### config.mk
export PLATFORM = sky130hd
export DESIGN_NAME = sbcwd_watchdog_top
export DESIGN_NICKNAME = d
export VERILOG_FILES = /design/src/sbcwd_watchdog_top.v /design/src/sbcwd_spi_slave.v
export VERILOG_INCLUDE_DIRS = /design/src
export SDC_FILE = /design/constraint.sdc
export NUM_CORES = 1
export LEC_CHECK = 0
export BUFFER_PORTS_ARGS = -buffer_cell sky130_fd_sc_hd__buf_2
export CAP_MARGIN = 20
export CORE_ASPECT_RATIO = 1.2
export CORE_UTILIZATION = 51
export CTS_CLUSTER_DIAMETER = 200
export DETAILED_ROUTE_END_ITERATION = 6
export HOLD_SLACK_MARGIN = 0.12
export PLACE_DENSITY = 0.8
export SLEW_MARGIN = 20
export SYNTH_ARGS = -nofsm -noshare
export SYNTH_HDL_FRONTEND = slang
export SYNTH_SLANG_ARGS = --single-unit
### constraint.sdc
create_clock -name clk_sys_in -period 4.7 [get_ports clk_sys_in]
set_input_delay 0.235 -clock clk_sys_in [delete_from_list [all_inputs] [get_ports clk_sys_in]]
set_output_delay 0.235 -clock clk_sys_in [all_outputs]
set_load 0.05 [all_outputs]
### src/sbcwd_defs.vh
// register map, field positions, codes and timing for the watchdog block
// definitions only; included by bare name from the design files
`ifndef SBCWD_DEFS_VH
`define SBCWD_DEFS_VH

// register addresses (7-bit spi address field)
`define SBCWD_ADDR_WDOG_CTRL   7'h00
`define SBCWD_ADDR_WDOG_STATE  7'h05
`define SBCWD_ADDR_CHIP_CFG    7'h74

// spi frame: 7 address bits, read-only flag, 8 data bits
`define SBCWD_FRAME_BITS       5'h10
`define SBCWD_ADDR_BITS_M1     5'h07

// watchdog_control fields
`define SBCWD_MODE_HI          7
`define SBCWD_MODE_LO          5
`define SBCWD_PER_HI           3
`define SBCWD_PER_LO           0

// persistent_chip_config fields
`define SBCWD_CFG_UV_HI        5
`define SBCWD_CFG_UV_LO        4
`define SBCWD_CFG_FN_BIT       3
`define SBCWD_CFG_SD_BIT       2
`define SBCWD_CFG_SLP_BIT      0
`define SBCWD_CFG_PRESET       8'h08

// watchdog mode codes
`define SBCWD_MODE_AUTO        3'h1
`define SBCWD_MODE_TIMEOUT     3'h2
`define SBCWD_MODE_WINDOW      3'h4

// period codes and their length in ms
`define SBCWD_PER_8            4'h8
`define SBCWD_PER_16           4'h1
`define SBCWD_PER_32           4'h2
`define SBCWD_PER_64           4'hb
`define SBCWD_PER_128          4'h4
`define SBCWD_PER_256          4'hd
`define SBCWD_PER_1024         4'he
`define SBCWD_PER_4096         4'h7
`define SBCWD_PER_DEFAULT      4'h4
`define SBCWD_MS_8             13'h0008
`define SBCWD_MS_16            13'h0010
`define SBCWD_MS_32            13'h0020
`define SBCWD_MS_64            13'h0040
`define SBCWD_MS_128           13'h0080
`define SBCWD_MS_256           13'h0100
`define SBCWD_MS_1024          13'h0400
`define SBCWD_MS_4096          13'h1000

// watchdog phase codes
`define SBCWD_PHASE_OFF        2'h0
`define SBCWD_PHASE_FIRST      2'h1
`define SBCWD_PHASE_SECOND     2'h2

// chip operating mode codes seen on chip_mode_in
`define SBCWD_CHIP_SLEEP       3'h1
`define SBCWD_CHIP_STANDBY     3'h4
`define SBCWD_CHIP_NORMAL      3'h7

// reset cause codes
`define SBCWD_CAUSE_SLEEP_OVF  5'h0c
`define SBCWD_CAUSE_EARLY      5'h0e
`define SBCWD_CAUSE_OVERFLOW   5'h0f
`define SBCWD_CAUSE_ILLEGAL    5'h10

// timebase: system clock period and watchdog tick, both in ns
`define SBCWD_CLK_NS           8
`define SBCWD_TICK_NS          1000000

`endif

### src/sbcwd_watchdog_top.v
// watchdog with its control, status and persistent configuration registers
// assumes chip_mode_in, rxd_level_in, fail clear and nv image are on clk_sys_in
`timescale 1ns/1ns
`include "sbcwd_defs.vh"

module sbcwd_watchdog_top #(
  parameter TICK_CYCLES = `SBCWD_TICK_NS / `SBCWD_CLK_NS,
  parameter PRESC_W     = 17
) (
  input  wire       clk_sys_in,
  input  wire       reset_in,
  input  wire       ce_in,
  input  wire       spi_csn_in,
  input  wire       spi_sck_in,
  input  wire       spi_sdi_in,
  output wire       spi_sdo_out,
  output wire       spi_sdo_oe_out,
  input  wire [2:0] chip_mode_in,
  input  wire       rxd_level_in,
  input  wire       spi_fail_enable_in,
  input  wire       wdog_fail_clear_in,
  input  wire       nv_image_valid_in,
  input  wire [7:0] nv_image_in,
  output reg  [7:0] nv_image_out,
  output reg        nv_write_out,
  output reg        spi_fail_out,
  output reg        reset_req_out,
  output reg  [4:0] reset_cause_code_out,
  output reg        wdog_fail_pending_out,
  output wire       forced_normal_state_out,
  output wire       sw_dev_state_out,
  output wire [1:0] uv_threshold_select_out,
  output wire       sleep_inhibit_out
);

  localparam [1:0] BEH_OFF     = 2'h0;
  localparam [1:0] BEH_TIMEOUT = 2'h1;
  localparam [1:0] BEH_WINDOW  = 2'h2;
  // prescaler end count, cut to the counter width on purpose
  localparam integer       TICK_LAST_I = TICK_CYCLES - 1;
  localparam [PRESC_W-1:0] TICK_LAST   = TICK_LAST_I[PRESC_W-1:0];

  reg  [2:0]  wdog_mode_select_reg;
  reg  [3:0]  wdog_period_select_reg;
  reg  [7:0]  cfg_reg;
  reg         load_pend_reg;
  reg  [PRESC_W-1:0] presc_reg;
  reg  [12:0] ms_cnt_reg;
  reg  [1:0]  beh_reg;
  reg  [1:0]  beh_next;
  reg  [7:0]  rd_data;
  wire [6:0]  rd_addr;
  wire        frame_done;
  wire        frame_bad;
  wire [6:0]  frame_addr;
  wire        frame_ro;
  wire [7:0]  frame_wdata;

  sbcwd_spi_slave u_spi (
    .clk_sys_in     (clk_sys_in),
    .reset_in       (reset_in),
    .ce_in          (ce_in),
    .spi_csn_in     (spi_csn_in),
    .spi_sck_in     (spi_sck_in),
    .spi_sdi_in     (spi_sdi_in),
    .rd_data_in     (rd_data),
    .rd_addr_out    (rd_addr),
    .frame_done_out (frame_done),
    .frame_bad_out  (frame_bad),
    .addr_out       (frame_addr),
    .read_only_out  (frame_ro),
    .wdata_out      (frame_wdata),
    .sdo_out        (spi_sdo_out),
    .sdo_oe_out     (spi_sdo_oe_out)
  );

  // nominal period in ms; zero marks a redundant, illegal code
  function [12:0] period_ms;
    input [3:0] code;
    begin
      case (code)
        `SBCWD_PER_8:    period_ms = `SBCWD_MS_8;
        `SBCWD_PER_16:   period_ms = `SBCWD_MS_16;
        `SBCWD_PER_32:   period_ms = `SBCWD_MS_32;
        `SBCWD_PER_64:   period_ms = `SBCWD_MS_64;
        `SBCWD_PER_128:  period_ms = `SBCWD_MS_128;
        `SBCWD_PER_256:  period_ms = `SBCWD_MS_256;
        `SBCWD_PER_1024: period_ms = `SBCWD_MS_1024;
        `SBCWD_PER_4096: period_ms = `SBCWD_MS_4096;
        default:         period_ms = 13'h0000;
      endcase
    end
  endfunction

  // config bits as the watchdog sees them; forced normal masks all modes
  wire forced_normal_state         = cfg_reg[`SBCWD_CFG_FN_BIT];
  wire sw_dev_state         = cfg_reg[`SBCWD_CFG_SD_BIT];
  wire chip_normal = (chip_mode_in == `SBCWD_CHIP_NORMAL);
  wire chip_stby   = (chip_mode_in == `SBCWD_CHIP_STANDBY);
  wire chip_sleep  = (chip_mode_in == `SBCWD_CHIP_SLEEP);

  assign forced_normal_state_out = forced_normal_state;
  assign sw_dev_state_out        = sw_dev_state;
  assign uv_threshold_select_out = cfg_reg[`SBCWD_CFG_UV_HI:`SBCWD_CFG_UV_LO];
  assign sleep_inhibit_out       = cfg_reg[`SBCWD_CFG_SLP_BIT];

  // behaviour the watchdog takes from settings, chip mode and rxd
  // mode field changes only reach here after an accepted write or a stored image load with sw-dev set
  always @*
  begin
    beh_next = BEH_OFF;
    if (!forced_normal_state)
    begin
      case (wdog_mode_select_reg)
        `SBCWD_MODE_WINDOW:
          if (chip_normal)
            beh_next = BEH_WINDOW;
          else if (chip_stby || chip_sleep)
            beh_next = BEH_TIMEOUT;
        `SBCWD_MODE_TIMEOUT:
          if (chip_normal || chip_stby || chip_sleep)
            beh_next = BEH_TIMEOUT;
        `SBCWD_MODE_AUTO:
          if (!sw_dev_state && (chip_normal || (chip_stby && !rxd_level_in)))
            beh_next = BEH_TIMEOUT;
        default:
          beh_next = BEH_OFF;
      endcase
    end
  end

  // timer position and its halves
  // every period is an even number of ms, so the halves are exact
  wire [12:0] per_ms      = period_ms(wdog_period_select_reg);
  wire        first_half  = (ms_cnt_reg < {1'b0, per_ms[12:1]});
  wire        tick        = (presc_reg == TICK_LAST);
  wire        overflow    = (beh_reg != BEH_OFF) && tick &&
                            (ms_cnt_reg == per_ms - 13'h0001);
  wire [1:0]  phase       = (beh_reg == BEH_OFF) ? `SBCWD_PHASE_OFF :
                            first_half ? `SBCWD_PHASE_FIRST : `SBCWD_PHASE_SECOND;

  // decode of a completed write frame
  // a refused write keeps none of its fields, not even a valid one
  wire        wr_frame    = frame_done && !frame_ro && !load_pend_reg;
  wire        wr_ctrl     = wr_frame && (frame_addr == `SBCWD_ADDR_WDOG_CTRL);
  wire        wr_cfg      = wr_frame && (frame_addr == `SBCWD_ADDR_CHIP_CFG);
  wire [2:0]  new_mode    = frame_wdata[`SBCWD_MODE_HI:`SBCWD_MODE_LO];
  wire [3:0]  new_per     = frame_wdata[`SBCWD_PER_HI:`SBCWD_PER_LO];
  wire        mode_ok     = (new_mode == `SBCWD_MODE_AUTO) ||
                            (new_mode == `SBCWD_MODE_TIMEOUT) ||
                            (new_mode == `SBCWD_MODE_WINDOW);
  wire        code_bad    = !mode_ok || (period_ms(new_per) == 13'h0000);
  wire        illegal_chg = chip_normal && (new_mode != wdog_mode_select_reg);
  wire        trigger     = wr_ctrl && !code_bad && !illegal_chg;

  // register read mux; reserved bits and unmapped addresses read zero
  // the front end latches this mid-frame, so a read shows live state
  always @*
  begin
    case (rd_addr)
      `SBCWD_ADDR_WDOG_CTRL:
        rd_data = {wdog_mode_select_reg, 1'b0, wdog_period_select_reg};
      `SBCWD_ADDR_WDOG_STATE:
        rd_data = {4'h0, forced_normal_state, sw_dev_state, phase};
      `SBCWD_ADDR_CHIP_CFG:
        rd_data = {2'h0, cfg_reg[5:2], 1'b0, cfg_reg[0]};
      default:
        rd_data = 8'h00;
    endcase
  end

  // registers, timer and reset requests; one process keeps one driver each
  always @(posedge clk_sys_in)
  begin
    if (reset_in)
    begin
      // timeout mode, default period, factory config until the image loads
      wdog_mode_select_reg   <= `SBCWD_MODE_TIMEOUT;
      wdog_period_select_reg <= `SBCWD_PER_DEFAULT;
      cfg_reg                <= `SBCWD_CFG_PRESET;
      load_pend_reg          <= 1'b1;
      presc_reg              <= {PRESC_W{1'b0}};
      ms_cnt_reg             <= 13'h0000;
      beh_reg                <= BEH_OFF;
      nv_image_out           <= `SBCWD_CFG_PRESET;
      nv_write_out           <= 1'b0;
      spi_fail_out           <= 1'b0;
      reset_req_out          <= 1'b0;
      reset_cause_code_out   <= 5'h00;
      wdog_fail_pending_out  <= 1'b0;
    end
    else if (ce_in)
    begin
      nv_write_out  <= 1'b0;
      spi_fail_out  <= 1'b0;
      reset_req_out <= 1'b0;
      beh_reg       <= beh_next;
      if (load_pend_reg)
      begin
        // stored image is restored once after reset; sw-dev picks autonomous mode
        load_pend_reg <= 1'b0;
        if (nv_image_valid_in)
        begin
          cfg_reg      <= nv_image_in;
          nv_image_out <= nv_image_in;
          if (nv_image_in[`SBCWD_CFG_SD_BIT])
            wdog_mode_select_reg <= `SBCWD_MODE_AUTO;
        end
      end

      // config write: the whole byte goes to the working copy and the store
      if (wr_cfg)
      begin
        cfg_reg      <= frame_wdata;
        nv_image_out <= frame_wdata;
        nv_write_out <= 1'b1;
      end

      // bad code or wrong bit count; the pulse only leaves when enabled
      if ((wr_ctrl && code_bad) || frame_bad)
        spi_fail_out <= spi_fail_enable_in;

      // mode change in normal is refused and asks for a reset instead
      if (wr_ctrl && !code_bad && illegal_chg)
      begin
        reset_req_out        <= 1'b1;
        reset_cause_code_out <= `SBCWD_CAUSE_ILLEGAL;
      end

      // accepted write: a window trigger in the first half still resets
      if (trigger)
      begin
        wdog_mode_select_reg   <= new_mode;
        wdog_period_select_reg <= new_per;
        if (beh_reg == BEH_WINDOW && first_half)
        begin
          reset_req_out        <= 1'b1;
          reset_cause_code_out <= `SBCWD_CAUSE_EARLY;
        end
      end

      // a trigger or any behaviour change starts the period from zero
      // an off watchdog is held at zero so it starts clean when enabled
      if (trigger || beh_next != beh_reg || beh_reg == BEH_OFF)
      begin
        presc_reg  <= {PRESC_W{1'b0}};
        ms_cnt_reg <= 13'h0000;
      end
      else if (tick)
      begin
        presc_reg  <= {PRESC_W{1'b0}};
        ms_cnt_reg <= overflow ? 13'h0000 : ms_cnt_reg + 13'h0001;
      end
      else
        presc_reg <= presc_reg + {{(PRESC_W-1){1'b0}}, 1'b1};

      // overflow handling; a set in the clear cycle wins over the clear
      if (overflow && !trigger && beh_reg == BEH_WINDOW)
      begin
        reset_req_out        <= 1'b1;
        reset_cause_code_out <= `SBCWD_CAUSE_OVERFLOW;
      end
      // timeout overflow: outside sleep the first only flags, a pending one resets
      if (overflow && !trigger && beh_reg == BEH_TIMEOUT)
      begin
        wdog_fail_pending_out <= 1'b1;
        if (chip_sleep)
        begin
          reset_req_out        <= 1'b1; // overflow in sleep wakes the host
          reset_cause_code_out <= `SBCWD_CAUSE_SLEEP_OVF;
        end
        else if (wdog_fail_pending_out)
        begin
          reset_req_out        <= 1'b1;
          reset_cause_code_out <= `SBCWD_CAUSE_OVERFLOW;
        end
      end
      else if (wdog_fail_clear_in)
        wdog_fail_pending_out <= 1'b0;
    end
  end

endmodule

### src/sbcwd_spi_slave.v
// spi slave front end: 16-bit frames, msb first, data taken on sck rise
// assumes csn, sck and sdi are asynchronous pins; sck well below clk/6
`timescale 1ns/1ns
`include "sbcwd_defs.vh"

module sbcwd_spi_slave (
  input  wire       clk_sys_in,
  input  wire       reset_in,
  input  wire       ce_in,
  input  wire       spi_csn_in,
  input  wire       spi_sck_in,
  input  wire       spi_sdi_in,
  input  wire [7:0] rd_data_in,
  output wire [6:0] rd_addr_out,
  output reg        frame_done_out,
  output reg        frame_bad_out,
  output reg  [6:0] addr_out,
  output reg        read_only_out,
  output reg  [7:0] wdata_out,
  output reg        sdo_out,
  output wire       sdo_oe_out
);

  localparam [2:0] PIN_IDLE = 3'h4; // csn idle high, sck and sdi low

  wire [2:0] pin_raw;
  reg  [2:0] sync1_reg;
  reg  [2:0] sync2_reg;
  reg  [2:0] sync3_reg;
  reg  [2:0] stable_reg;
  reg  [2:0] stable_d_reg;
  reg  [4:0] bit_cnt_reg;
  reg  [15:0] shift_reg;
  reg  [7:0] shadow_reg;

  assign pin_raw = {spi_csn_in, spi_sck_in, spi_sdi_in};

  // three-stage sync per pin; a change counts once stages two and three agree
  genvar gi;
  generate
    for (gi = 0; gi < 3; gi = gi + 1)
    begin : g_sync
      always @(posedge clk_sys_in)
      begin
        if (reset_in)
        begin
          sync1_reg[gi]    <= PIN_IDLE[gi];
          sync2_reg[gi]    <= PIN_IDLE[gi];
          sync3_reg[gi]    <= PIN_IDLE[gi];
          stable_reg[gi]   <= PIN_IDLE[gi];
          stable_d_reg[gi] <= PIN_IDLE[gi];
        end
        else if (ce_in)
        begin
          sync1_reg[gi]    <= pin_raw[gi];
          sync2_reg[gi]    <= sync1_reg[gi];
          sync3_reg[gi]    <= sync2_reg[gi];
          if (sync2_reg[gi] == sync3_reg[gi])
            stable_reg[gi] <= sync3_reg[gi];
          stable_d_reg[gi] <= stable_reg[gi];
        end
      end
    end
  endgenerate

  wire sel      = ~stable_reg[2];
  wire sck_rise = sel & stable_reg[1] & ~stable_d_reg[1];
  wire sck_fall = sel & ~stable_reg[1] & stable_d_reg[1];
  wire csn_fall = ~stable_reg[2] & stable_d_reg[2];
  wire csn_rise = stable_reg[2] & ~stable_d_reg[2];

  // address is complete after seven bits; read data is fetched then
  assign rd_addr_out = shift_reg[6:0];
  assign sdo_oe_out  = sel;

  // frame shifter; anything but exactly sixteen clocks marks the frame bad
  always @(posedge clk_sys_in)
  begin
    if (reset_in)
    begin
      bit_cnt_reg    <= 5'h00;
      shift_reg      <= 16'h0000;
      shadow_reg     <= 8'h00;
      sdo_out        <= 1'b0;
      frame_done_out <= 1'b0;
      frame_bad_out  <= 1'b0;
      addr_out       <= 7'h00;
      read_only_out  <= 1'b1;
      wdata_out      <= 8'h00;
    end
    else if (ce_in)
    begin
      frame_done_out <= 1'b0;
      frame_bad_out  <= 1'b0;
      if (csn_fall)
      begin
        bit_cnt_reg <= 5'h00;
        sdo_out     <= 1'b0;
      end
      else if (sck_rise)
      begin
        shift_reg <= {shift_reg[14:0], stable_reg[0]};
        if (bit_cnt_reg == `SBCWD_ADDR_BITS_M1)
          shadow_reg <= rd_data_in;
        if (bit_cnt_reg <= `SBCWD_FRAME_BITS) // saturate past a full frame
          bit_cnt_reg <= bit_cnt_reg + 5'h01;
      end
      else if (sck_fall)
      begin
        // read data goes out during the data byte, msb first
        if (bit_cnt_reg[4:3] == 2'h1)
          sdo_out <= shadow_reg[3'h7 - bit_cnt_reg[2:0]];
        else
          sdo_out <= 1'b0;
      end
      if (csn_rise)
      begin
        frame_done_out <= (bit_cnt_reg == `SBCWD_FRAME_BITS);
        frame_bad_out  <= (bit_cnt_reg != `SBCWD_FRAME_BITS);
        addr_out       <= shift_reg[15:9];
        read_only_out  <= shift_reg[8];
        wdata_out      <= shift_reg[7:0];
      end
    end
  end

endmodule

# ---- Word level (Yosys, flattened, before mapping)
# Memory sizes are Yosys's and may differ from the RTL's. A register that Yosys moved wholly into a read port is not among the register bits.
# Cells that the tools add are included.
dict set report totals {
  ff_bits 119
  rom_bits 256
  inputBits 21
  output_inout_bits 24
  elab_cells 199
  mem_count 2
}
# name words word_bits read_ports rd_clocked_by_memory_dff wr line
set memory_table {}
lappend memory_table {{(name not given)} 16 8 1 1 0 sbcwd_watchdog_top.v:81} ;# case (code)
lappend memory_table {{(name not given)} 16 8 1 1 0 sbcwd_watchdog_top.v:81}
dict set report op_classes {
  addsub 5
  magnitude_cmp 3
  n_eq_ne 26
  n_mux 54
  n_bitwise 11
  n_reduce_logical 63
}
# cell count
set op_table {}
lappend op_table {{5-bit two-way mux} 10}
lappend op_table {{13-bit two-way mux} 3}
lappend op_table {{17-bit two-way mux} 2}
lappend op_table {{8-bit two-way mux} 3}
lappend op_table {{8-bit one-hot mux with 3 select lines} 1}
lappend op_table {{2-bit nonzero test} 11}
lappend op_table {{1-bit two-way mux} 21}
lappend op_table {{17-bit by 1-bit adder with 17-bit output, second input constant} 1}
lappend op_table {{17-bit equality test, second input constant} 1}
lappend op_table {{1-bit logical AND} 17}
lappend op_table {{4-bit two-way mux} 4}
lappend op_table {{7-bit equality test, second input constant} 2}
lappend op_table {{7-bit zero test} 2}
lappend op_table {{2-bit AND reduction} 7}
lappend op_table {{13-bit by 1-bit adder with 13-bit output, second input constant} 1}
lappend op_table {{13-bit equality test} 1}
lappend op_table {{13-bit zero test} 1}
lappend op_table {{13-bit by 12-bit less-than comparator with 1-bit output} 1}
lappend op_table {{13-bit by 1-bit subtractor with 13-bit output, second input constant} 1}
lappend op_table {{3-bit equality test, second input constant} 4}
lappend op_table {{3-bit two-way mux} 4}
lappend op_table {{3-bit AND reduction} 4}
lappend op_table {{1-bit logical OR} 10}
lappend op_table {{3-bit by 1-bit equality test with 1-bit output, second input constant} 3}
lappend op_table {{other kinds (23)} 47}

# ---- Logic depth before layout (Yosys ltp)
dict set report logic_depth {
  depth_word 15
  depth_mapped 9
  depth_no_buf 9
}

# ---- By module
# From an unflattened synthesis, not the netlist that was laid out.
dict set report hier_totals {
  hier_cells 762
  hier_area_um2 6456.2
}
# mod instances cells_each area_each_um2 seq_area_each_um2
set modules_own_cells {}
lappend modules_own_cells {sbcwd_watchdog_top 1 479 3923.8 1301.2}
lappend modules_own_cells {sbcwd_spi_slave 1 283 2532.4 1241.2}

# ---- Worst setup path after synthesis
# OpenSTA, ideal clock, no wires.
dict set report synth_timing {
  path_kind {flip-flop to flip-flop}
  start {reg cfg_reg[3]}
  end {reg presc_reg[10]}
  setup_ns 0.064
  t_arrival_ns 2.314
  t_required_ns 4.636
  path_slack_ns 2.322
  stages_incl_launch_ff 8
  path_buffers 1
  period_less_slack_ns 2.378
  path_cell_list {dfxtp_1 > or4b_1 > a2111oi_4 > o211ai_2 > nand2_1 > nand2_2 > buf_2 > nor2_1}
}
dict set report synth_between {
  elab_chain_len 5
}
# element line
set synth_lines {}
lappend synth_lines {{from (decl)} sbcwd_watchdog_top.v:45} ;# reg [7:0] cfg_reg;
lappend synth_lines {{from (signal assigned)} sbcwd_watchdog_top.v:180} ;# cfg_reg <= `SBCWD_CFG_PRESET;
lappend synth_lines {{from (signal assigned)} sbcwd_watchdog_top.v:204} ;# cfg_reg <= nv_image_in;
lappend synth_lines {{from (signal assigned)} sbcwd_watchdog_top.v:214} ;# cfg_reg <= frame_wdata;
lappend synth_lines {{2-bit two-way mux} sbcwd_watchdog_top.v:112} ;# if (!forced_normal_state)
lappend synth_lines {{2-bit != test} sbcwd_watchdog_top.v:244} ;# if (trigger || beh_next != beh_reg || beh_reg == BEH_OFF)
lappend synth_lines {{1-bit logical OR (2 in a row)} sbcwd_watchdog_top.v:244}
lappend synth_lines {{17-bit two-way mux} sbcwd_watchdog_top.v:244}
lappend synth_lines {{to (signal assigned)} sbcwd_watchdog_top.v:246} ;# presc_reg <= {PRESC_W{1'b0}};
lappend synth_lines {{to (signal assigned)} sbcwd_watchdog_top.v:251} ;# presc_reg <= {PRESC_W{1'b0}};
lappend synth_lines {{to (signal assigned)} sbcwd_watchdog_top.v:255} ;# presc_reg <= presc_reg + {{(PRESC_W-1){1'b0}}, 1'b1};
lappend synth_lines {{to (decl)} sbcwd_watchdog_top.v:47} ;# reg [PRESC_W-1:0] presc_reg;
# No other way between the ends.
# A chain may end at the register's enable or synchronous reset.

# ---- Worst setup path in the final report
dict set report layout_timing {
  start {reg u_spi.addr_out[0]}
  end {reg per_ms[10] (netlist name)}
}
dict set report layout_between {
  elab_chain_len 7
}
# element line
set layout_lines {}
lappend layout_lines {{from (decl)} sbcwd_spi_slave.v:17} ;# output reg [6:0] addr_out,
lappend layout_lines {{from (signal assigned)} sbcwd_spi_slave.v:120} ;# addr_out <= shift_reg[15:9];
lappend layout_lines {{7-bit zero test (no line)} --}
lappend layout_lines {{1-bit logical AND} sbcwd_watchdog_top.v:145} ;# wire wr_ctrl = wr_frame && (frame_addr == `SBCWD_ADDR_WDOG_CTRL);
lappend layout_lines {{1-bit logical AND (2 in a row)} sbcwd_watchdog_top.v:154} ;# wire trigger = wr_ctrl && !code_bad && !illegal_chg;
lappend layout_lines {{2-bit AND reduction (no line)} --}
lappend layout_lines {{4-bit two-way mux (no line) (2 in a row)} --}
# No other way between the ends.

==> metrics.md <==
| Metric | Value |
|---|---|
| Post-placement worst setup slack | 1.98 ns |
| Cell depth of the worst flop-to-flop path | 7 |
| Global-route wire length before repair | 25.5 mm |
| Setup TNS Final | 0 ns |
| Layout Nets | 849 |
| Worst clock skew | 0.00954 ns |
| Worst path required time | 5.02 ns |
| DR WL/cell | 15.3 um |
| Synth async-reset ratio | 0% |
| Relative max-transition margin | 41.9% |
| Warnings from Yosys | 0 |
| Most frequent cell after synthesis | dfxtp_1 |
| Worst stage delay on the critical path | 0.66 ns |
| Total routed wirelength | 15.1 mm |
| Maximum clock rate | 368 MHz |
| CP Data Arrival Time | 3.04 ns |
| Leakage power figure | 2.83 nW |
| Core region area | 12,200 um2 |
| Flip-flop count of the largest register, all copies and words added | 17 |
| Maximum capacitance violations | 0 |
| Startpoint types | register |
| Number of library cell types mapped by synthesis | 73 |
| Post-route insts no fill | 989 |
| Commonest register cell after synthesis | dfxtp_1 |
| End of the worst hold path | cfg_reg[1] |
| Ports placed on the boundary | 45 |
| Net count after synthesis | 811 |
| Final-report setup violation count | 0 |
| Post-layout power | 0.00259 W |
| DRC violation total after the first TritonRoute iteration | 414 |
| Worst slew pin tran | 0.870 ns |
| Sequential share of the synthesized area | 41.8% |
| GR Overflow Total | 0 |
| Number of antenna violations at the first check in global routing | 0 |
| Path category of the worst min-delay check | in2reg |
| Inst Count DP | 948 |
| Vias per cell | 5.84 |
| Number of global-route vias before repair | 5,370 |
| Cell types occupying the most area after synthesis | dfxtp_1 42%, nand2_1 7.3%, nor2_1 5.6% |
| Number of vias in the routed layout | 5,772 |
| Number of H-tree branching levels | 4 |
| Period Utilization, post-route | 57.9% |
| CP Max Fanout | 12 |
| Area growth from synthesis to layout | 14.7% |
| Port-buffer cells | 44 |
| CP Class | reg2reg |
| Most frequent cells after synthesis | 135 x dfxtp_1, 126 x nand2_1, 97 x nor2_1, 53 x a21oi_1, 29 x nand3_1 |
| Count of pins over their slew limit | 0 |
| Clock buffer count from CTS | 17 |
| Final count of hold timing violations | 0 |
| Placer congestion estimate | 0.864 |
| Launching instance or port of the critical path | u_spi.addr_out[0] |
| VDD IR max | 195 uV |
| Dominant cell type by area after synthesis | dfxtp_1 |
| Setup repair after global routing missed its margin | no |
| TritonCTS clock tree | built |
| Post-DP HPWL | 10.2 mm |
| Cell depth of the worst min-delay path | 3 |
| Height of the die | 125 um |
| Root buffer cell | clkbuf_16 |
| Overall routing resource usage | 24.0% |
| Deepest clock path buffer count | 2 |
| Largest net degree at the start of global routing | 54 |
| Final worst-path setup slack | 1.98 ns |
| Result of the run | complete, no violations |
| Site Rows | 44 |
| Post-layout min period | 2.72 ns |
| Layout cells sized above 1 | 12.2% |
| Final core utilization | 60.8% |
| Worst flop-to-flop path startpoint | u_spi.addr_out[0] |
| Chip Width | 105 um |
| Initial Utilization | 53.0% |
| Floorplan die area | 13,100 um2 |
| Final antenna diode count | 0 |
| Number of register bits inferred by synthesis | 135 |
| Num Clock Sinks | 135 |
| Worst R2R Setup Slack | 1.98 ns |
| Post-route ant nets | 0 |
| Power Density | 349 nW/um2 |
| Post-CTS Repair Setup Buffers | 0 |
| Worst Path Buf+Inv | 0 |
| Clock latency on the worst-skew pair | 0.42 ns |
| Length of the first detailed-routing pass in iterations | 5 |
| Post-synth EDFFs | 0 |
| Endpoint type of the worst setup path | register |
| Cell with the biggest individual delay on the critical path | nor2_1 |
| Mapped Area | 6470 um2 |
| Average cell area after synthesis | 8.32 um2 |
| CP Depth | 7 |
| Ordered cell list for the critical path | or4b_4, nor4_4, nand4_2, nor2_1, nand3_1, a21o_1, a211oi_1 |
| Instance count of the mapped netlist | 778 |
| Kind of cell adding the most delay to the critical path | simple AND/OR/NAND/NOR gates |
| Fraction of synthesized cell area taken by the top area cell type | 41.8% |
| Worst reg2reg path endpoint | per_ms[10] |
| Clock transition at the registers of the reported paths | 0.06 ns |
| Launch point of the worst hold path | nv_image_in[1] |
| Number of remaining DRC errors | 0 |
## worst max path at each step
stage	slack (ns)	endpoint
after global placement	2.12	per_ms[4]
after detailed placement	1.98	per_ms[10]
after floorplan	2.32	presc_reg[10]
after global routing	1.83	per_ms[10]
final	1.98	per_ms[10]
after CTS	1.99	per_ms[10]
## cell families (layout without fill, tap and decap cells)
kind of cell	after synthesis	after routing	synth area share, %
AOI/OAI and AO/OA	149	149	16.2
xor gates and xnor gates	35	35	4.74
adders and majority gates	12	12	2.32
buffers and inverters	60	110	3.87
DFF	135	135	41.8
muxes	20	20	3.48
and+or+nand+nor	367	367	27.7
## report_power, final
group	internal [W]	total, W	switching [W]
clock	0.000809	0.00131	0.000497
sequential	0.00116	0.00117	0.0000112
combinational	0.0000348	0.000117	0.0000824
total	0.00200	0.00259	0.000590
## per-layer routing
layer | vias to the layer above | share of wire [%] | global-route usage, %
li1 | 2827 | - | -
met1 | 2711 | 44 | 29.6
met2 | 195 | 49 | 40.3
met3 | 39 | 4.3 | 4.38
met4 | 0 | 3.2 | 11.3
met5 | - | 0 | 0
## metrics by stage
stage / area [um2] / hold slack, ns
3_3_place_gp: 6750 / 0.441
5_1_grt: 7430 / 0.193
4_1_cts: 7420 / 0.156
2_1_floorplan: 6470 / 0.363
6_report: 7430 / 0.158
3_5_place_dp: 6750 / 0.444
## worst min-delay path, delay by kind of cell
kind            cells  cell delay, ns
compound gates      1            0.08
buf+inv             1            0.09
mux                 1            0.12
## placed cells by master (no fill, tap or decap), drive strengths merged, types with 7 or more instances in the layout
| master | n |
|---|---|
| nor2b | 9 |
| nor4b | 8 |
| nand3 | 29 |
| nand4 | 14 |
| o21ai | 23 |
| buf | 48 |
| and2 | 8 |
| nor4 | 11 |
| a22oi | 7 |
| mux2i | 18 |
| dlygate4sd3 | 9 |
| xor2 | 22 |
| ha | 12 |
| xnor2 | 13 |
| a211oi | 10 |
| inv | 23 |
| clkbuf | 21 |
| nor2 | 97 |
| and3 | 11 |
| dfxtp | 135 |
| a21oi | 55 |
| nand2 | 127 |
| nor3 | 13 |
| a21o | 7 |
| a311oi | 7 |
## area by class of cell
class                      instances  area, um2
fill                            1058       4790
multi-input combinational        583       3520
sequential                       135       2700
clock buffer                      21        460
timing repair buffer              57        340
tap                              161        201
clock inverter                    10        120
inverter                          22       82.6
## repair_timing
item,4_1_cts,5_1_grt
hold buffers,9,0
resized for setup,0,0
endpoints found under the hold margin,9,0
setup endpoints to repair,0,0
(Power assumes the default switching activity.)
